**src/design/rrs_pkg.sv**
```systemverilog
// Package: constants and carrier types for the return/rotate/subtract execution block.
package rrs_pkg;
   // ----------------------------------------------------------------
   // Opcode patterns (14-bit instruction word)
   // ----------------------------------------------------------------
   localparam logic [13:0] OPC_RETURN      = 14'h0008;
   localparam logic [5:0]  OPC_RRC_HI      = 6'h0c;
   localparam logic [4:0]  OPC_LIT_SUB_HI  = 5'h1e;
   localparam int          RRC_HI_POS      = 8;
   localparam int          LSUB_HI_POS     = 9;
   localparam int          DEST_BIT_POS    = 7;
   localparam int          FILE_ADDR_W     = 7;
   localparam int          PC_W            = 13;
   localparam int          RETURN_CYCLES   = 2;
   localparam logic [7:0]  ACC_RESET       = 8'h00;
   localparam logic [PC_W-1:0] PC_RESET    = 13'h0000;

   // ----------------------------------------------------------------
   // Carrier types
   // ----------------------------------------------------------------
   typedef struct packed {
      logic carry;
      logic half_carry_flag;
      logic zero;
   } rrs_flags_type;

   typedef struct packed {
      logic                   we;
      logic [FILE_ADDR_W-1:0] addr;
      logic [7:0]             data;
   } rrs_file_wr_type;

   typedef enum logic [1:0] {
      ALU_NONE,
      ALU_ROT,
      ALU_SUB
   } rrs_alu_op_type;
endpackage : rrs_pkg

```
**src/design/rrs_alu.sv**
```systemverilog
// Module: combinational rotate-through-carry and literal-minus-accumulator unit.
`timescale 1ns/1ps
`default_nettype none
module rrs_alu
   import rrs_pkg::*;
(
   input  wire logic           [7:0] operand_a,
   input  wire logic           [7:0] acc,
   input  wire rrs_flags_type        flags_in,
   input  wire rrs_alu_op_type       op,
   output logic                [7:0] result,
   output rrs_flags_type             flags_out
);
   logic [8:0] diff;
   logic [4:0] low_diff;

   always_comb begin
      diff      = {1'b0, operand_a} - {1'b0, acc};
      low_diff  = {1'b0, operand_a[3:0]} - {1'b0, acc[3:0]};
      result    = operand_a;
      flags_out = flags_in;
      unique case (op)
         ALU_ROT: begin
            result          = {flags_in.carry, operand_a[7:1]};
            flags_out.carry = operand_a[0];
         end
         ALU_SUB: begin
            result                    = diff[7:0];
            flags_out.carry           = ~diff[8];
            flags_out.half_carry_flag = ~low_diff[4];
            flags_out.zero            = (diff[7:0] == 8'h00);
         end
         default: begin
            result = operand_a;
         end
      endcase
   end
endmodule : rrs_alu
`default_nettype wire

```
**src/design/rrs_exec.sv**
```systemverilog
// Module: execution of subroutine return, rotate right through carry and literal subtract.
`timescale 1ns/1ps
`default_nettype none
module rrs_exec
   import rrs_pkg::*;
(
   input  wire logic                   clk_sys,
   input  wire logic                   rst,
   input  wire logic                   instr_valid,
   input  wire logic [13:0]            instr,
   input  wire logic [7:0]             file_rd_data,
   input  wire logic [PC_W-1:0]        stack_top_entry,
   input  wire logic [PC_W-1:0]        pc_in,
   output logic      [FILE_ADDR_W-1:0] file_rd_addr,
   output rrs_file_wr_type             file_wr,
   output logic                        stack_pop,
   output logic                        busy,
   output logic      [PC_W-1:0]        program_counter,
   output logic      [7:0]             acc,
   output rrs_flags_type               flags
);
   // ----------------------------------------------------------------
   // Decode
   // ----------------------------------------------------------------
   typedef enum logic [1:0] {ST_RUN, ST_RET_FLUSH} rrs_state_type;

   rrs_state_type   state_q;
   rrs_state_type   state_d;
   logic            is_ret;
   logic            is_rot;
   logic            is_sub;
   logic            dest_file;
   logic            take;
   rrs_alu_op_type  op;
   logic [7:0]      alu_res;
   rrs_flags_type   alu_flags;
   logic [7:0]      operand;

   // Instructions arriving while the return flushes are dropped; fetch must hold off on busy.
   assign take      = instr_valid && (state_q == ST_RUN);
   assign is_ret    = take && (instr == OPC_RETURN);
   assign is_rot    = take && (instr[13:RRC_HI_POS] == OPC_RRC_HI);
   assign is_sub    = take && (instr[13:LSUB_HI_POS] == OPC_LIT_SUB_HI);
   assign dest_file = instr[DEST_BIT_POS];
   assign file_rd_addr = instr[FILE_ADDR_W-1:0];
   assign busy      = (state_q == ST_RET_FLUSH);
   assign stack_pop = is_ret;

   always_comb begin
      op      = ALU_NONE;
      operand = file_rd_data;
      if (is_rot) begin
         op = ALU_ROT;
      end else if (is_sub) begin
         op      = ALU_SUB;
         operand = instr[7:0];
      end
   end

   rrs_alu u_alu (
      .operand_a (operand),
      .acc       (acc),
      .flags_in  (flags),
      .op        (op),
      .result    (alu_res),
      .flags_out (alu_flags)
   );

   // ----------------------------------------------------------------
   // Return sequencing
   // ----------------------------------------------------------------
   always_comb begin
      state_d = state_q;
      unique case (state_q)
         ST_RUN:       if (is_ret) state_d = ST_RET_FLUSH;
         ST_RET_FLUSH: state_d = ST_RUN;
         default:      state_d = ST_RUN;
      endcase
   end

   always_ff @(posedge clk_sys or posedge rst) begin
      if (rst) state_q <= ST_RUN;
      else     state_q <= state_d;
   end

   always_ff @(posedge clk_sys or posedge rst) begin
      if (rst)         program_counter <= PC_RESET;
      else if (is_ret) program_counter <= stack_top_entry;
      else if (take)   program_counter <= pc_in;
   end

   // ----------------------------------------------------------------
   // Accumulator, flags and file write
   // ----------------------------------------------------------------
   always_ff @(posedge clk_sys or posedge rst) begin
      if (rst) begin
         acc <= ACC_RESET;
      end else if (is_sub || (is_rot && !dest_file)) begin
         acc <= alu_res;
      end
   end

   always_ff @(posedge clk_sys or posedge rst) begin
      if (rst)                  flags <= '0;
      else if (is_rot || is_sub) flags <= alu_flags;
   end

   // The file write lands one edge late, so a read of the same register in the
   // next cycle still sees the old value; the file side must forward it.
   always_ff @(posedge clk_sys or posedge rst) begin
      if (rst) begin
         file_wr <= '0;
      end else begin
         file_wr.we   <= is_rot && dest_file;
         file_wr.addr <= instr[FILE_ADDR_W-1:0];
         file_wr.data <= alu_res;
      end
   end
endmodule : rrs_exec
`default_nettype wire

```
**config.mk**
```make
export PLATFORM = sky130hd
export DESIGN_NAME = rrs_exec
export DESIGN_NICKNAME = d
export VERILOG_FILES = /design/src/design/rrs_pkg.sv /design/src/design/rrs_alu.sv /design/src/design/rrs_exec.sv
export SDC_FILE = /design/constraint.sdc
export NUM_CORES = 1
export LEC_CHECK = 0
export ABC_AREA = 1
export BUFFER_PORTS_ARGS = -buffer_cell sky130_fd_sc_hd__buf_2
export CORE_MARGIN = 2
export CORE_UTILIZATION = 40
export DETAILED_ROUTE_END_ITERATION = 8
export GPL_TIMING_DRIVEN = 0
export MAX_ROUTING_LAYER = met4
export PLACE_DENSITY_LB_ADDON = 0.25
export SLEW_MARGIN = 20
export SYNTH_ARGS = -nofsm -noshare
export SYNTH_HDL_FRONTEND = slang
export SYNTH_HIERARCHICAL = 1
export SYNTH_SLANG_ARGS = --single-unit
```
**constraint.sdc**
```tcl
create_clock -name clk_sys -period 6.45 [get_ports clk_sys]
set_input_delay 1.6125 -clock clk_sys [delete_from_list [all_inputs] [get_ports clk_sys]]
set_output_delay 1.6125 -clock clk_sys [all_outputs]
set_load 0.1 [all_outputs]
```
# Yosys cells after proc, flatten, opt, wreduce, memory -nomap -nowiden
# Cells that the tools add are included.
[word_totals] ff_bits=42 input_bits=51 out_inout_bits=49 word_cells=45
[op_classes] n_addsub=2 eq_ne=7 muxes=10 n_bitwise=2 n_reduce_logical=15
[ops] op="13-bit two-way mux" count=2
[ops] op="8-bit two-way mux" count=2
[ops] op="8-bit one-hot mux with 2 select lines" count=1
[ops] op="14-bit by 4-bit equality test with 1-bit output, second input constant" count=1
[ops] op="8-bit by 8-bit subtractor with 9-bit output" count=1
[ops] op="8-bit logical NOT" count=1
[ops] op="2-bit two-way mux" count=4
[ops] op="6-bit by 4-bit equality test with 1-bit output, second input constant" count=1
[ops] op="1-bit logical AND" count=6
[ops] op="5-bit equality test, second input constant" count=1
[ops] op="4-bit by 4-bit subtractor with 5-bit output" count=1
[ops] op="2-bit by 1-bit equality test with 1-bit output, second input constant" count=2
[ops] op="2-bit AND reduction" count=2
[ops] op="2-bit nonzero test" count=2
[ops] op="2-bit equality test, second input constant" count=1
[ops] op="2-bit logical NOT" count=1
[ops] op="1-bit logical OR" count=2
[ops] op="2-bit != test, second input constant" count=1
[ops] op="1-bit inverter" count=2
[ops] op="1-bit one-hot mux with 2 select lines" count=1
[ops] op="1-bit logical NOT" count=1

# Depth between registers and ports, before layout
[depth] word_depth=8 mapped_depth=22 ltp_nobuf=22

# Modules after synthesis
# Netlist, hierarchy kept.
[by_module_without_submodules] mod="rrs_exec" n_inst=1 cells_per_inst=236 area_each_um2=1935.6 seq_area_each_um2=1026.0
[by_module_without_submodules] mod="rrs_alu" n_inst=1 cells_per_inst=133 area_each_um2=694.4 seq_area_each_um2=0.0

# Least setup slack after synthesis
# No wires, ideal clock.
[synth_timing] path_type="input -> output" start="in instr[8]" end="out stack_pop" arrival_ns=2.589 required_ns=4.838 path_slack_ns=2.248 cell_stages=6 n_path_buf=1 cell_sequence="nor2_1 nand2_2 nor2_4 nand2_4 buf_6 inv_2"
[synth_between] elab_chain_cells=2
[synth_rtl] item="from (decl)" line_no="rrs_exec.sv:10" rtl="input wire logic [13:0] instr,"
[synth_rtl] item="14-bit by 4-bit equality test with 1-bit output" line_no="rrs_exec.sv:41" rtl="assign is_ret = take && (instr == OPC_RETURN);"
[synth_rtl] item="1-bit logical AND" line_no="rrs_exec.sv:41"
[synth_rtl] item="to (decl)" line_no="rrs_exec.sv:16" rtl="output logic stack_pop,"
# Every way passes these cells.

# Worst setup path in the final report
[layout_timing] start="in instr[3]" end="out stack_pop"
# The elaborated chain is that of the path after synthesis.

==> out/metrics.cfg <==
[run_status]
status = finished clean

[clock_tree]
tritoncts = built
htreeDepth = 2
clock_path_buffers = 2
worstSkewPairLatency_ns = 0.29
clock_sinks = 41
cts-hold-fix-buffers = 0
path_clk_slew_ns = 0.07
clockRootBuffer = clkbuf_8
cts_made_buffers = 5
ctsResizeCount = 0
cts_setup_buffers = 0

[die]
dieArea_um2 = 7240
rows = 29
initial_core_util_pct = 41.4
core_area_um2 = 6350
die_w_um = 85.1
die_h_um = 85.1
pin_count = 100

[timing]
finalMaxSlewViolations = 0
relSlewSlack_pct = 66.1
fin_crit_ns = 4.51
fin_setup_tns_ns = 0
finalSetupViolCount = 0
fin_worst_skew_ns = 0.00962
period_share_pct = 69.9
fmax_ghz = 0.222
worst_slew_pin_slew_ns = 0.511
rsz0062_at_grt = no
hold_violations = 0

[logic_synthesis]
syn_inst = 369
synth_seq_cells = 41
seq_area_frac_synth_pct = 39.0
ys_warn_count = 6
syn_nets = 431
synthTopCellsByArea = dfrtp_1 39%, nand2_1 17%, nand3_1 9.5%
syn_area_um2 = 2630
avgSynthCellArea_um2 = 7.13
yosysTopAreaCell = dfrtp_1
synth_top_area_share_pct = 39.0
synth_cell_types = 29

[power]
max-vdd-ir-drop_mv = 0.124
power.density_nw_per_um2 = 263
p_total_uw = 883
p_leak_uw = 0.00201

[cells_and_area]
drive_gt1_share_pct = 31.7
nNetsFinal = 538
final_cell_area_um2 = 3360
syn_to_final_growth_pct = 27.7
antenna_cells = 0
final_cell_count_no_fill = 554

[placement]
globalplace.congestion = 0.897
placed_cells = 546
placed_area_um2 = 3240
dp_hpwl_um = 5360
io_buffers = 99

[global_route]
globalRouteTotalUtil_pct = 19.5
antenna_found_initial = 0
grt_pass1_vias = 2439
overflow = 0
grt_max_degree = 33
grt_pass1_wl_um = 11100

[critical_path]
cp-end-kind = output pin
ff2ff_setup_slack_ns = 3.60
crit_required_ns = 4.84
path_class = primary input to output pin
cp.arrival_ns = 2.90
crit_fanout = 10
startpoint_type = primary input

[routing]
first_iter_violations = 131
vias = 2584
antenna_left = 0
via_per_inst = 4.66
drt_pass1_iterations = 4
drc = 0
wirelength_um = 6580
detail_route.wl_per_cell_um = 11.9

[hold_path]
hp-class = flip-flop to flip-flop

[flow_run]
maxCapViolCount = 0

==> where the power goes <==
| part | internal, µW | total (µW) | switching (µW) |
|---|---|---|---|
| clock | 126 | 208 | 81.9 |
| sequential | 280 | 293 | 13.2 |
| combinational | 80.9 | 382 | 301 |
==> flip-flops by register name (all words and copies together) (netlist names) <==
signal           cells
acc                  8
file_wr             16
flags                3
program_counter     13
state_q              1
==> layout by cell type (no fill, tap or decap) <==
cell and instances:
nand2_1 116, buf_2 102, inv_1 59, nand3_1 50, dfrtp_1 41, nor2_1 19, a21oi_1 14, nand2_2 12
ha_1 10, buf_4 9, inv_2 6, clkbuf_8 6, nor2_4 4, clkbuf_1 3, o21ai_0 3, nand3_2 2
buf_6 2, o21ai_1 2, clkinv_1 2, a21oi_2 2, o22ai_1 2, nand3_4 1, nor2_2 1, nand2_4 1
clkbuf_4 1, bufinv_16 1, buf_12 1, nand4_1 1, nand3b_1 1, xor2_1 1, a22oi_1 1, fa_1 1
==> metrics by stage <==
step           hold slack (ns)  util, %  setup WS [ns]
4_1_cts                  0.484     52.9           1.94
5_1_grt                  0.507     52.9           1.85
2_1_floorplan            0.981        -           2.25
3_3_place_gp             0.461     50.7           1.95
6_report                 0.481     52.9           1.94
3_5_place_dp             0.465     51.1           1.94
==> area by class of cell <==
class                           count  area [µm²]
Multi-Input combinational cell    244        1230
Tap cell                           77        96.3
Sequential cell                    41        1030
Inverter                           67         251
Clock buffer                        7        86.3
Timing Repair Buffer              100         515
Clock inverter                      1        30.0
Fill cell                         645        2990
Buffer                             17         120
==> routing by layer <==
metal	vias to the layer above	GRT usage [%]	part of all wire (%)
met2	91	32.8	49
li1	1338	-	-
met3	8	2.82	6.5
met5	-	-	0
met1	1147	24.5	43
met4	0	5.63	1.4
==> cell usage after synthesis <==
cell type  instances
a21oi_1           14
a21oi_2            2
a22oi_1            1
buf_2              3
buf_4              9
buf_6              2
clkbuf_1           2
clkbuf_4           1
clkinv_1           2
dfrtp_1           41
fa_1               1
ha_1              10
inv_1             60
inv_2              5
nand2_1          116
nand2_2           12
nand2_4            1
nand3_1           50
nand3_2            2
nand3_4            1
nand3b_1           1
nand4_1            1
nor2_1            19
nor2_2             1
nor2_4             4
o21ai_0            3
o21ai_1            2
o22ai_1            2
xor2_1             1
==> path summary, 6_finish.rpt <==
kind,startpoint,endpoint,depth (start not counted)
max,instr[3],stack_pop,9
min,program_counter[12]$_DFFE_PP0P_,program_counter[12]$_DFFE_PP0P_,2
max reg2reg,state_q[0]$_DFFE_PP0P_,acc[6]$_DFFE_PP0P_,20
min in group asynchronous,rst,program_counter[2]$_DFFE_PP0P_,2
min reg2reg,program_counter[12]$_DFFE_PP0P_,program_counter[12]$_DFFE_PP0P_,2
max in group asynchronous,rst,file_wr[1]$_DFF_PP0_,3
==> logic make-up after synthesis <==
| kind of cell | after synthesis | synth area share (%) |
|---|---|---|
| DFF | 41 | 39.0 |
| buffers and inverters | 84 | 14.1 |
| xor gates and xnor gates | 1 | 0.333 |
| and+or+nand+nor | 208 | 36.0 |
| adders and majority gates | 11 | 5.52 |
| AOI/OAI and AO/OA | 24 | 5.04 |
==> critical path: stages <==
cell	delay (ns)
buf_2	0.10
inv_1	0.05
nor2_1	0.17
nand2_2	0.09
nor2_4	0.17
nand2_4	0.10
buf_6	0.16
inv_2	0.04
buf_2	0.41
(Power assumes the default switching activity.)
